### src/logic/csioc_map.svh
// register offsets, field positions and reset values of the serial channel block
`ifndef CSIOC_MAP_SVH
`define CSIOC_MAP_SVH
`define CSIOC_OFF_DIV 8'h00
`define CSIOC_OFF_LVL 8'h04
`define CSIOC_OFF_OE 8'h08
`define CSIOC_OFF_P5DIR 8'h0C
`define CSIOC_OFF_P5OUT 8'h10
`define CSIOC_OFF_P3OUT 8'h14
`define CSIOC_OFF_P3DIR 8'h18
`define CSIOC_OFF_IFLAG 8'h1C
`define CSIOC_OFF_IMASK 8'h20
`define CSIOC_OFF_START 8'h24
`define CSIOC_OFF_STAT 8'h28
`define CSIOC_OFF_CTRL 8'h2C
`define CSIOC_DIV_LSB 9
`define CSIOC_CLK_LVL_LSB 8
`define CSIOC_IRQ_BIT 5
`define CSIOC_BUSY_BIT 4
`define CSIOC_RST_DIV 7'h00
`define CSIOC_RST_LVL 4'hF
`define CSIOC_RST_OE 4'h0
`define CSIOC_RST_PDIR 8'hFF
`define CSIOC_RST_P3DIR 2'h3
`define CSIOC_RST_POUT 8'h00
`define CSIOC_RST_MASK 1'b1
`define CSIOC_BITS_PER_XFER 4'h8
`endif

### src/logic/csioc_pkg.sv
// types shared by the serial channel block
package csioc_pkg;
    typedef enum logic [1:0] {
        ST_OFF,
        ST_WAIT,
        ST_SHIFT
    } csioc_state_t;
    typedef logic [7:0] csioc_byte_t;
endpackage

### src/logic/csioc_top.sv
// channel 0 three-wire serial master: setup, pins, interrupt and start control
//
// The APB interface to the registers and the register offsets are this design's own decisions.
`timescale 1ns/1ns
`include "csioc_map.svh"

module csioc_top (
    // clock and reset
    input wire logic ref_clk,
    input wire logic nrst,
    // apb slave
    input wire logic psel,
    input wire logic penable,
    input wire logic pwrite,
    input wire logic [7:0] paddr,
    input wire logic [31:0] pwdata,
    output logic [31:0] prdata,
    output logic pready,
    output logic pslverr,
    // data-in pin
    input wire logic data_in_pin_in,
    output logic data_in_pin_out,
    output logic data_in_pin_oe,
    // data-out pin
    output logic data_out_pin_out,
    output logic data_out_pin_oe,
    // clock pin
    output logic clock_pin_out,
    output logic clock_pin_oe,
    // interrupt
    output logic irq
);
    logic [6:0] div_n_reg;
    csioc_pkg::csioc_byte_t data_reg;
    logic [3:0] lvl_clk_reg;
    logic [3:0] lvl_dat_reg;
    logic [3:0] out_en_reg;
    logic [7:0] p5_dir_reg;
    logic [7:0] p5_out_reg;
    logic [1:0] p3_dir_reg;
    logic [1:0] p3_out_reg;
    logic irq_flag_reg;
    logic irq_mask_reg;
    logic [3:0] en_stat_reg;
    logic src_sel_reg;
    logic sdi_s1_reg;
    logic sdi_s2_reg;
    csioc_pkg::csioc_state_t state_reg;
    logic [6:0] div_cnt_reg;
    logic [3:0] bit_cnt_reg;
    csioc_pkg::csioc_byte_t sh_reg;
    logic sclk_reg;
    logic sdo_reg;
    logic [6:0] hold_reg;
    logic [3:0] fall_cnt_reg;
    logic [31:0] rd_val;
    logic hit;
    logic sclk_next;
    logic sdo_next;

    wire acc = psel && penable;
    wire wr = acc && pwrite && pready;
    wire wr_div = wr && paddr == `CSIOC_OFF_DIV;
    wire wr_lvl = wr && paddr == `CSIOC_OFF_LVL;
    wire wr_start = wr && paddr == `CSIOC_OFF_START;
    wire tx_go = wr_div && state_reg == csioc_pkg::ST_WAIT;
    wire tick = state_reg == csioc_pkg::ST_SHIFT && div_cnt_reg == div_n_reg;
    wire done = tick && !sclk_reg && bit_cnt_reg == `CSIOC_BITS_PER_XFER - 4'h1;
    wire irq_ev = src_sel_reg ? tx_go : done;

    // register read mux; reserved and unallocated bits read as zero, except P3DIR bits 7:2, which read as ones
    always_comb begin
        rd_val = 32'h0000_0000;
        hit = 1'b1;
        case (paddr)
            `CSIOC_OFF_DIV: rd_val[15:0] = {div_n_reg, 1'b0, data_reg};
            `CSIOC_OFF_LVL: rd_val[11:0] = {lvl_clk_reg, 4'h0, lvl_dat_reg};
            `CSIOC_OFF_OE: rd_val[3:0] = out_en_reg;
            `CSIOC_OFF_P5DIR: rd_val[7:0] = p5_dir_reg;
            `CSIOC_OFF_P5OUT: begin
                // bit 0 in input mode reads the data-in pin, not the latch; bits 7:1 always read the latch
                rd_val[7:0] = {p5_out_reg[7:1], p5_dir_reg[0] ? sdi_s2_reg : p5_out_reg[0]};
            end
            `CSIOC_OFF_P3OUT: rd_val[1:0] = p3_out_reg;
            `CSIOC_OFF_P3DIR: rd_val[7:0] = {6'h3F, p3_dir_reg};
            `CSIOC_OFF_IFLAG: rd_val[`CSIOC_IRQ_BIT] = irq_flag_reg;
            `CSIOC_OFF_IMASK: rd_val[`CSIOC_IRQ_BIT] = irq_mask_reg;
            `CSIOC_OFF_START: rd_val = 32'h0000_0000;
            `CSIOC_OFF_STAT: begin
                rd_val[3:0] = en_stat_reg;
                rd_val[`CSIOC_BUSY_BIT] = state_reg == csioc_pkg::ST_SHIFT;
            end
            `CSIOC_OFF_CTRL: rd_val[0] = src_sel_reg;
            default: hit = 1'b0;
        endcase
    end

    // one wait state so read data and ready both leave flip-flops
    always_ff @(posedge ref_clk or negedge nrst) begin
        if (!nrst) begin
            pready <= 1'b0;
            pslverr <= 1'b0;
            prdata <= 32'h0000_0000;
        end else begin
            pready <= acc && !pready;
            if (acc && !pready) begin
                prdata <= pwrite ? 32'h0000_0000 : rd_val;
                pslverr <= !hit;
            end else begin
                pslverr <= 1'b0;
            end
        end
    end

    // divider and data register; the divider is frozen while shifting
    always_ff @(posedge ref_clk or negedge nrst) begin
        if (!nrst) begin
            div_n_reg <= `CSIOC_RST_DIV;
            data_reg <= 8'h00;
        end else if (done) begin
            data_reg <= {sh_reg[6:0], sdi_s2_reg};
        end else if (wr_div && state_reg != csioc_pkg::ST_SHIFT) begin
            div_n_reg <= pwdata[`CSIOC_DIV_LSB +: 7];
            data_reg <= pwdata[7:0];
        end
    end

    // channel 0 level bits belong to the shifter while its output is enabled
    always_ff @(posedge ref_clk or negedge nrst) begin
        if (!nrst) begin
            lvl_clk_reg <= `CSIOC_RST_LVL;
            lvl_dat_reg <= `CSIOC_RST_LVL;
        end else begin
            if (wr_lvl) begin
                lvl_clk_reg[3:1] <= pwdata[11:9];
                lvl_dat_reg[3:1] <= pwdata[3:1];
            end
            if (out_en_reg[0] && state_reg == csioc_pkg::ST_SHIFT) begin
                lvl_clk_reg[0] <= sclk_next;
                lvl_dat_reg[0] <= sdo_next;
            end else if (wr_lvl && !out_en_reg[0]) begin
                lvl_clk_reg[0] <= pwdata[`CSIOC_CLK_LVL_LSB];
                lvl_dat_reg[0] <= pwdata[0];
            end
        end
    end

    // output enable, port latches, directions, source select, start status
    always_ff @(posedge ref_clk or negedge nrst) begin
        if (!nrst) begin
            out_en_reg <= `CSIOC_RST_OE;
            p5_dir_reg <= `CSIOC_RST_PDIR;
            p5_out_reg <= `CSIOC_RST_POUT;
            p3_dir_reg <= `CSIOC_RST_P3DIR;
            p3_out_reg <= 2'h0;
            src_sel_reg <= 1'b0;
            en_stat_reg <= 4'h0;
        end else if (wr) begin
            unique case (paddr)
                `CSIOC_OFF_OE: out_en_reg <= pwdata[3:0];
                `CSIOC_OFF_P5DIR: p5_dir_reg <= pwdata[7:0];
                `CSIOC_OFF_P5OUT: p5_out_reg <= pwdata[7:0];
                `CSIOC_OFF_P3DIR: p3_dir_reg <= pwdata[1:0];
                `CSIOC_OFF_P3OUT: p3_out_reg <= pwdata[1:0];
                `CSIOC_OFF_CTRL: src_sel_reg <= pwdata[0];
                // ones set, zeros leave the bit alone
                `CSIOC_OFF_START: en_stat_reg <= en_stat_reg | pwdata[3:0];
                default: ;
            endcase
        end
    end

    // two flops before the data-in pin reaches any logic
    always_ff @(posedge ref_clk or negedge nrst) begin
        if (!nrst) begin
            sdi_s1_reg <= 1'b0;
            sdi_s2_reg <= 1'b0;
        end else begin
            sdi_s1_reg <= data_in_pin_in;
            sdi_s2_reg <= sdi_s1_reg;
        end
    end

    always_comb begin
        sclk_next = tick ? !sclk_reg : sclk_reg;
        sdo_next = (tick && sclk_reg) ? sh_reg[7] : sdo_reg;
    end

    // channel state: off until started, then wait, shift, wait
    always_ff @(posedge ref_clk or negedge nrst) begin
        if (!nrst) begin
            state_reg <= csioc_pkg::ST_OFF;
        end else begin
            unique case (state_reg)
                csioc_pkg::ST_OFF: if (en_stat_reg[0]) state_reg <= csioc_pkg::ST_WAIT;
                csioc_pkg::ST_WAIT: if (tx_go) state_reg <= csioc_pkg::ST_SHIFT;
                csioc_pkg::ST_SHIFT: if (done) state_reg <= csioc_pkg::ST_WAIT;
                default: state_reg <= csioc_pkg::ST_OFF;
            endcase
        end
    end

    // divider: half period of the transfer clock is N+1 operating clocks
    always_ff @(posedge ref_clk or negedge nrst) begin
        if (!nrst) begin
            div_cnt_reg <= 7'h00;
        end else if (state_reg != csioc_pkg::ST_SHIFT || tick) begin
            div_cnt_reg <= 7'h00;
        end else begin
            div_cnt_reg <= div_cnt_reg + 7'h01;
        end
    end

    // clock idles high; data leaves on the falling edge, MSB first, and is
    // sampled on the rising edge, so the eighth rise closes the byte
    always_ff @(posedge ref_clk or negedge nrst) begin
        if (!nrst) begin
            sclk_reg <= 1'b1;
            sdo_reg <= 1'b1;
            sh_reg <= 8'h00;
            bit_cnt_reg <= 4'h0;
        end else if (tx_go) begin
            sclk_reg <= 1'b1;
            sh_reg <= pwdata[7:0];
            bit_cnt_reg <= 4'h0;
        end else if (tick) begin
            sclk_reg <= sclk_next;
            sdo_reg <= sdo_next;
            if (!sclk_reg) begin
                sh_reg <= {sh_reg[6:0], sdi_s2_reg};
                bit_cnt_reg <= bit_cnt_reg + 4'h1;
            end
        end
    end

    // helper counts for checks: clock half-period length and falling edges
    always_ff @(posedge ref_clk or negedge nrst) begin
        if (!nrst) begin
            hold_reg <= 7'h00;
            fall_cnt_reg <= 4'h0;
        end else if (tx_go) begin
            hold_reg <= 7'h00;
            fall_cnt_reg <= 4'h0;
        end else begin
            hold_reg <= tick ? 7'h00 : hold_reg + 7'h01;
            if (tick && sclk_reg) begin
                fall_cnt_reg <= fall_cnt_reg + 4'h1;
            end
        end
    end

    // request flag: the event wins over a same-cycle write-one clear
    always_ff @(posedge ref_clk or negedge nrst) begin
        if (!nrst) begin
            irq_flag_reg <= 1'b0;
            irq_mask_reg <= `CSIOC_RST_MASK;
            irq <= 1'b0;
        end else begin
            if (irq_ev) begin
                irq_flag_reg <= 1'b1;
            end else if (wr && paddr == `CSIOC_OFF_IFLAG && pwdata[`CSIOC_IRQ_BIT]) begin
                irq_flag_reg <= 1'b0;
            end
            if (wr && paddr == `CSIOC_OFF_IMASK) begin
                irq_mask_reg <= pwdata[`CSIOC_IRQ_BIT];
            end
            irq <= irq_flag_reg && !irq_mask_reg;
        end
    end

    // pins: latch and serial level combine on the clock and data-out pins, data-in takes the latch alone; direction 0 turns the buffer on
    always_ff @(posedge ref_clk or negedge nrst) begin
        if (!nrst) begin
            data_in_pin_out <= 1'b0;
            data_in_pin_oe <= 1'b0;
            data_out_pin_out <= 1'b0;
            data_out_pin_oe <= 1'b0;
            clock_pin_out <= 1'b0;
            clock_pin_oe <= 1'b0;
        end else begin
            data_in_pin_out <= p5_out_reg[0];
            data_in_pin_oe <= !p5_dir_reg[0];
            data_out_pin_out <= p5_out_reg[1] && lvl_dat_reg[0];
            data_out_pin_oe <= !p5_dir_reg[1];
            clock_pin_out <= p3_out_reg[0] && lvl_clk_reg[0];
            clock_pin_oe <= !p3_dir_reg[0];
        end
    end
endmodule // csioc_top

### config.mk
export PLATFORM = sky130hd
export DESIGN_NAME = csioc_top
export DESIGN_NICKNAME = d
export VERILOG_FILES = /design/src/logic/csioc_pkg.sv /design/src/logic/csioc_top.sv
export VERILOG_INCLUDE_DIRS = /design/src /design/src/logic
export SDC_FILE = /design/constraint.sdc
export NUM_CORES = 1
export LEC_CHECK = 0
export BUFFER_PORTS_ARGS = -buffer_cell sky130_fd_sc_hd__buf_2
export CAP_MARGIN = 5
export CORE_MARGIN = 10
export CORE_UTILIZATION = 45
export CTS_CLUSTER_SIZE = 8
export DETAILED_ROUTE_END_ITERATION = 8
export GPL_TIMING_DRIVEN = 0
export PLACE_DENSITY = 0.67
export SLEW_MARGIN = 0
export SYNTH_ARGS = -nofsm -noshare
export SYNTH_HDL_FRONTEND = slang
export SYNTH_SLANG_ARGS = --single-unit
export TNS_END_PERCENT = 1
### constraint.sdc
create_clock -name ref_clk -period 2.75 [get_ports ref_clk]
set_input_delay 0.55 -clock ref_clk [delete_from_list [all_inputs] [get_ports ref_clk]]
set_output_delay 0.55 -clock ref_clk [all_outputs]
set_load 0.05 [all_outputs]
==> metrics.md, run 1 <==
| Metric | Value |
|---|---|
| XOR/XNOR share of the synthesized area | `2.42%` |
| Max-slew violations | `0` |
| Pint | `2.25 mW` |
| Psw | `0.762 mW` |
| Total vias in the final route | `3738` |
| DRC viols | `0` |
| Fin cells | `684` |
| Number of DRC markers in iteration 0 | `317` |
| WL/cell | `18.7 µm` |
| Total CTS buffers | `9` |
| Core Util, Final | `53.6%` |
| Setup-failing EPs final | `0` |
| Part of the power in registers | `51.4%` |
| Synth async-reset ratio | `100%` |
| PnR worst setup slack | `0.281 ns` |
| Largest family of logic cells by synthesized area | `simple AND/OR/NAND/NOR gates` |
| Fmax | `0.405 GHz` |
| Run status | `complete, no violations` |
| Final Hold Fails | `0` |
| Area of the core | `10900 µm²` |
| Share of cells above drive strength 1 | `29.4%` |
| Mux contribution to synthesized area | `14.5%` |
| Pre-CTS setup slack | `0.0571 ns` |
| Number of routed nets with antenna violations | `0` |
| Netlist cell types | `52` |
| VDD IR max | `0.000308 V` |
| Die Span X | `126 µm` |
| Initial core utilization | `46.3%` |
| Placed cell count | `668` |
| Relative slew margins | `20.7%` |
| Grt total ovfl | `0` |
| RSZ-0062 raised after global routing | `no` |
| Tmin final | `2.47 ns` |
| Slew of the pin with the lowest slew margin | `1.17 ns` |
| FF-to-FF End | `state_reg[1]$_DFFE_PN0P_` |
| Worst setup path endpoint | `state_reg[1]$_DFFE_PN0P_` |
| CTS sink cnt | `104` |
| Maximum clock path buffer count | `2` |
| Initial antenna violation count | `0` |
| Total Nets Final | `589` |
| Worst-Skew Late Latency | `0.35 ns` |
| Detailed Route WL | `12800 µm` |
| Row count | `38` |
| Switch share | `25.3%` |
| Setup skew after layout | `0.0117 ns` |
| Final Power | `3.02 mW` |
| Syn Area/Cell | `10.9 µm²` |
| Vias in the first global route | `3833` |
| DP Area | `5570 µm²` |
| Critical Path Start | `div_n_reg[3]$_DFFE_PN0P_` |
| Crit Path Category | `reg -> reg` |
| Area delta synth->final | `15.8%` |
| TritonCTS clock tree | `done` |
| Reg2Reg Depth | `9` |
| Max FFs per register | `16` |
| Pleak | `2.70 nW` |
| CP Data Required Time | `2.99 ns` |
| Worst setup EP type | `flip-flop` |
| Share of total power in combinational logic | `8.3%` |
| First-pass GRT wire length | `20800 µm` |
| Clk pwr share | `40.2%` |
| R2r startpoint | `div_n_reg[3]$_DFFE_PN0P_` |
| Hpwl dp | `9640 µm` |
| Worst R2R Setup Slack | `0.28 ns` |
| Seq/Total Area, Yosys | `51.9%` |
| Antenna Cells | `0` |
| TNS Setup | `0 ns` |
| Synth Area in Adders | `0.988%` |
| Reg clk slew, reported paths | `0.07 ns` |
| Die area | `15900 µm²` |
| I/O pin total | `87` |
| Post-Syn Instances | `463` |
| Gpl congestion | `0.876` |
| Post-synthesis cell area | `5060 µm²` |
| Gr usage total | `16.1%` |
| Fin crit share | `89.8%` |
| HP Class | `in -> async` |
| PD cells | `514 nW/µm²` |
| Vias per Instance | `5.46` |
| Top FF cell, synth | `dfrtp_1` |
| Die height | `126 µm` |
| Crit Path Max Fanout | `10` |
| Worst hold slack | `0.197 ns` |
| Seq cells post-synth | `104` |
| Simple-Gate Fraction of Synth Area | `14.5%` |
| PortBufs | `49` |
| Ys Warns | `0` |
| Final Instance Area | `5860 µm²` |
| Max-cap viol count | `0` |
| H-tree depth reported by CTS | `3` |
| Largest net degree at the start of global routing | `60` |
| Largest Register | `prdata` |
| Root buf cell | `clkbuf_16` |
| Post-synth EDFFs | `0` |
| Compound-cell area share of the yosys netlist | `10.6%` |
| First-pass DRT Iterations | `5` |
| Crit path arrival time | `2.71 ns` |
| Crit path launch type | `flip-flop` |
==> worst max-delay path, stage by stage (launching register included) <==
cell      delay (ns)
dfrtp_1         0.41
xor2_1          0.19
nor4_4          0.37
and3_1          0.29
ha_1            0.17
nand4b_1        0.18
clkbuf_2        0.26
clkbuf_1        0.28
nand2_1         0.14
nand2_1         0.05
==> repair_timing <==
| action | CTS | global route |
|---|---|---|
| hold buffers | 0 | 0 |
| setup endpoints to repair | 0 | 10 |
| gates resized for setup | 0 | 4 |
| setup buffers | 0 | 0 |
==> cell usage in the layout, fill, tap and decap left out, drive strengths merged, types with 2 or more instances in the layout <==
master,Yosys,routed
nand4,3,3
a21boi,2,2
ha,4,4
nor4b,3,3
mux2,39,39
and3,2,2
inv,9,10
nand2,41,41
nor2,43,43
dfstp,21,21
nand3b,2,2
a21oi,30,30
nand2b,4,4
a22oi,4,4
a2111oi,2,2
clkinv,0,2
a22o,5,5
o41ai,2,2
xnor2,5,5
a21o,6,6
o21ai,18,18
o22ai,4,4
a221o,3,3
nor2b,4,4
mux2i,27,27
clkbuf,13,25
nor4,6,6
conb,1,16
and2,2,2
nand3,9,9
nor3,12,12
or3,4,4
a31oi,6,6
dfrtp,83,83
xor2,9,9
buf,24,74
and4,2,2
==> synth_stat cells (all sizes together) (6+ instances only) <==
cell / count / area [µm²]
dfrtp: 83 / 2080
nor2: 43 / 169
nand2: 41 / 169
mux2: 39 / 439
a21oi: 30 / 150
mux2i: 27 / 270
buf: 24 / 175
dfstp: 21 / 552
o21ai: 18 / 90.1
clkbuf: 13 / 48.8
nor3: 12 / 65.1
inv: 9 / 33.8
nand3: 9 / 45.0
xor2: 9 / 78.8
a21o: 6 / 45.0
a31oi: 6 / 37.5
nor4: 6 / 73.8
==> cell type report <==
cell class                      count  area [µm²]
Sequential cell                   104        2630
Tap cell                          140         175
Clock inverter                      4        30.0
Multi-Input combinational cell    328        2250
Fill cell                         992        5070
Timing Repair Buffer               50         275
Inverter                            9        33.8
Buffer                             37         225
Clock buffer                       12         246
==> power by group through the flow <==
stage	logic [mW]	registers, mW	clock network [mW]
2_1_floorplan	0.136	1.59	0
3_3_place_gp	0.242	1.58	0
3_5_place_dp	0.249	1.58	0
4_1_cts	0.250	1.55	1.24
5_1_grt	0.272	1.55	1.29
6_report	0.252	1.55	1.21
==> per-layer routing <==
| metal | global-route usage, % | vias to the layer above | part of all wire [%] |
|---|---|---|---|
| met5 | 0 | - | 0 |
| met4 | 6.23 | 0 | 1.9 |
| met3 | 4.19 | 21 | 7.3 |
| met2 | 23.6 | 128 | 44 |
| met1 | 22.4 | 1832 | 46 |
| li1 | - | 1757 | - |
==> cells by family after synthesis <==
kind of cell,Yosys count
AO/OA/AOI/OAI,86
XOR/XNOR,14
buffers and inverters,46
flip-flops,104
AND/OR/NAND/NOR,141
multiplexers,67
other,1
adder cells (fa/ha/maj),4
==> worst min-delay path by stage <==
stage / start / end / slack (ns) / cells past startpoint
floorplan: nrst / bit_cnt_reg[0]$_DFFE_PN0P_ / 0.25 / 0
global route: nrst / sdi_s1_reg$_DFF_PN0_ / 0.24 / 1
global placement: sdi_s1_reg$_DFF_PN0_ / sdi_s2_reg$_DFF_PN0_ / 0.33 / 0
CTS: nrst / sdi_s1_reg$_DFF_PN0_ / 0.21 / 1
finish: nrst / sh_reg[2]$_DFFE_PN0P_ / 0.20 / 1
detailed placement: sdi_s1_reg$_DFF_PN0_ / sdi_s2_reg$_DFF_PN0_ / 0.34 / 0
No activity file was read; power rests on OpenSTA's default activity.
==> run 2: changes to the inputs <==
--- a/config.mk
+++ b/config.mk
@@ -9,11 +9,10 @@
 export BUFFER_PORTS_ARGS = -buffer_cell sky130_fd_sc_hd__buf_2
 export CAP_MARGIN = 5
 export CORE_MARGIN = 10
-export CORE_UTILIZATION = 45
+export CORE_UTILIZATION = 54
 export CTS_CLUSTER_SIZE = 8
 export DETAILED_ROUTE_END_ITERATION = 8
-export GPL_TIMING_DRIVEN = 0
-export PLACE_DENSITY = 0.67
+export PLACE_DENSITY = 0.78
 export SLEW_MARGIN = 0
 export SYNTH_ARGS = -nofsm -noshare
 export SYNTH_HDL_FRONTEND = slang
==> metrics.md, run 2 (synthesis gave the netlist of run 1 again) <==
| Metric | Value |
|---|---|
| Initial antenna violation count | `1 (+1)` |
| WL/cell | `19.0 µm (+1.4%)` |
| Commonest cells after routing, fill and taps aside | `83 x dfrtp_1, 53 x buf_2, 40 x nor2_1` |
| Vias in the first global route | `3736 (-2.5%)` |
| Share of cells above drive strength 1 | `29.9% (+0.48 points)` |
| Post-cts resize count | `0 (unchanged)` |
| PD cells | `487 nW/µm² (-5.4%)` |
| Reg clk slew, reported paths | `0.10 ns (+0.03 ns)` |
| Final Hold Fails | `0 (unchanged)` |
| Total CTS buffers | `9 (unchanged)` |
| Slew of the pin with the lowest slew margin | `0.547 ns (-0.627 ns)` |
| Hold Buf Count CTS | `0 (unchanged)` |
| Worst setup EP type | `flip-flop` |
| FF-to-FF End | `div_n_reg[1]$_DFFE_PN0P_` |
| PortBufs | `54 (+10%)` |
| Detailed Route WL | `12200 µm (-4.6%)` |
| Initial core utilization | `55.1% (+8.8 points)` |
| Total vias in the final route | `3764 (+0.70%)` |
| Grt total ovfl | `0 (unchanged)` |
| VDD IR max | `0.000209 V (-32%)` |
| Run status | `complete, no violations` |
| Tmin final | `2.36 ns (-0.108 ns)` |
| Die Span X | `117 µm (-7.3%)` |
| Largest Register | `prdata` |
| Psw | `0.713 mW (-6.4%)` |
| Setup skew after layout | `0.0118 ns (+0.0000861 ns)` |
| Worst R2R Setup Slack | `0.39 ns (+0.11 ns)` |
| HP Class | `in -> async` |
| Final Instance Area | `5680 µm² (-3.1%)` |
| Die area | `13700 µm² (-14%)` |
| Gpl congestion | `0.951 (+8.6%)` |
| Area of the multi-input gates | `2230 µm² (-0.61%)` |
| Area delta synth->final | `12.1%` |
| Fin crit share | `85.8% (-3.9 points)` |
| Share of total power in combinational logic | `8.5% (+0.2 points)` |
| Crit path launch type | `flip-flop` |
| Die height | `117 µm (-7.3%)` |
| Worst hold slack | `0.0945 ns (-0.102 ns)` |
| Total Nets Final | `577 (-2.0%)` |
| Crit Path Max Fanout | `7 (-3)` |
| Clk pwr share | `35.3% (-4.9 points)` |
| Reg2Reg Depth | `7 (-2)` |
| Worst-Skew Late Latency | `0.37 ns (+0.02 ns)` |
| Number of DRC markers in iteration 0 | `301 (-5.0%)` |
| Seq. cell area | `2630 µm² (unchanged)` |
| CP Data Required Time | `3.00 ns (about the same)` |
| Relative slew margins | `62.6% (+42 points)` |
| Vias per Instance | `5.85 (+7.1%)` |
| DRC viols | `0 (unchanged)` |
| Postcts setup bufs | `0 (unchanged)` |
| RSZ-0062 raised after global routing | `no` |
| Pint | `2.05 mW (-9.0%)` |
| CTS sink cnt | `104 (unchanged)` |
| R2r startpoint | `div_n_reg[3]$_DFFE_PN0P_` |
| Most common cell after layout, fill and taps aside | `dfrtp_1` |
| Setup-failing EPs final | `0 (unchanged)` |
| DP Area | `5480 µm² (-1.7%)` |
| TritonCTS clock tree | `done` |
| Row count | `35 (-7.9%)` |
| Fillcell total | `754 (-24%)` |
| Maximum clock path buffer count | `2 (unchanged)` |
| Pleak | `2.63 nW (-2.6%)` |
| TNS Setup | `0 ns (unchanged)` |
| Gr usage total | `18.7% (+2.5 points)` |
| Max-slew violations | `0 (unchanged)` |
| Number of routed nets with antenna violations | `0 (unchanged)` |
| Root buf cell | `clkbuf_8` |
| Part of the power in registers | `56.1% (+4.7 points)` |
| First-pass GRT wire length | `19900 µm (-4.2%)` |
| H-tree depth reported by CTS | `3 (unchanged)` |
| I/O pin total | `87 (unchanged)` |
| Max-cap viol count | `0 (unchanged)` |
| Crit path arrival time | `2.61 ns (-0.10 ns)` |
| Max FFs per register | `16 (unchanged)` |
| Fmax | `0.424 GHz (+4.6%)` |
| Hpwl dp | `9100 µm (-5.6%)` |
| Switch share | `25.8% (+0.54 points)` |
| Area of the core | `9200 µm² (-16%)` |
| First-pass DRT Iterations | `5 (unchanged)` |
| Crit Path Category | `reg -> reg` |
| Largest net degree at the start of global routing | `51 (-15%)` |
| Antenna Cells | `0 (unchanged)` |
## run 2: cell types whose count changed in the layout (fill, tap and decap cells not counted), sizes merged
cell    previous run  this run
inv               10         9
buf               74        75
clkbuf            25        12
bufinv             0         1
## run 2: cell type report
type	instances	area share [%]
clock buffer	12	2.56
clock inverter	4	0.970
inverter	9	0.595
multi-input combinational	328	39.3
sequential	104	46.3
tap	111	2.45
timing repair buffer	75	7.80
## run 2: metrics by stage
step | power [mW] | util, % | worst slack, ns | cells
detailed placement | 1.81 | 59.6 | 0.337 | 627
finish | 2.76 | 61.7 | 0.389 | 643
global placement | 1.81 | 59.6 | 0.353 | 627
floorplan | 1.73 | - | 0.594 | 478
CTS | 2.77 | 61.7 | 0.390 | 643
global route | 2.87 | 61.7 | 0.225 | 643
## run 2: metal layers
metal | GRT usage (%) | up-vias | wire length, µm
met4 | 5.02 | 0 | 145
met3 | 5.50 | 13 | 1220
li1 | - | 1734 | -
met5 | 0 | - | 0
met2 | 27.5 | 159 | 5390
met1 | 26.2 | 1858 | 5470
## run 2: worst max-delay path by stage
stage / start / to / slack (ns) / cells past startpoint
3_3_place_gp: paddr[5] / data_reg[7]$_DFFE_PN0P_ / 0.35 / 6
4_1_cts: div_n_reg[3]$_DFFE_PN0P_ / div_n_reg[1]$_DFFE_PN0P_ / 0.39 / 7
3_5_place_dp: paddr[5] / data_reg[1]$_DFFE_PN0P_ / 0.34 / 6
6_report: div_n_reg[3]$_DFFE_PN0P_ / div_n_reg[1]$_DFFE_PN0P_ / 0.39 / 7
5_1_grt: div_n_reg[3]$_DFFE_PN0P_ / div_n_reg[2]$_DFFE_PN0P_ / 0.23 / 7
2_1_floorplan: div_cnt_reg[3]$_DFF_PN0_ / state_reg[1]$_DFFE_PN0P_ / 0.59 / 9
## run 2: power by group through the flow
stage	clock, mW	combinational (mW)	sequential [mW]
after global placement	0	0.229	1.58
final	0.976	0.236	1.55
after CTS	0.986	0.234	1.55
after global routing	1.06	0.256	1.55
after floorplan	0	0.136	1.59
after detailed placement	0	0.233	1.58
## run 2: critical path: stages, from the launching register on
cell and delay (ns):
dfrtp_1 0.43, xor2_1 0.18, nor4_2 0.42, and3_1 0.31, ha_1 0.18, nand4b_1 0.19
nand2_4 0.17, mux2_2 0.35
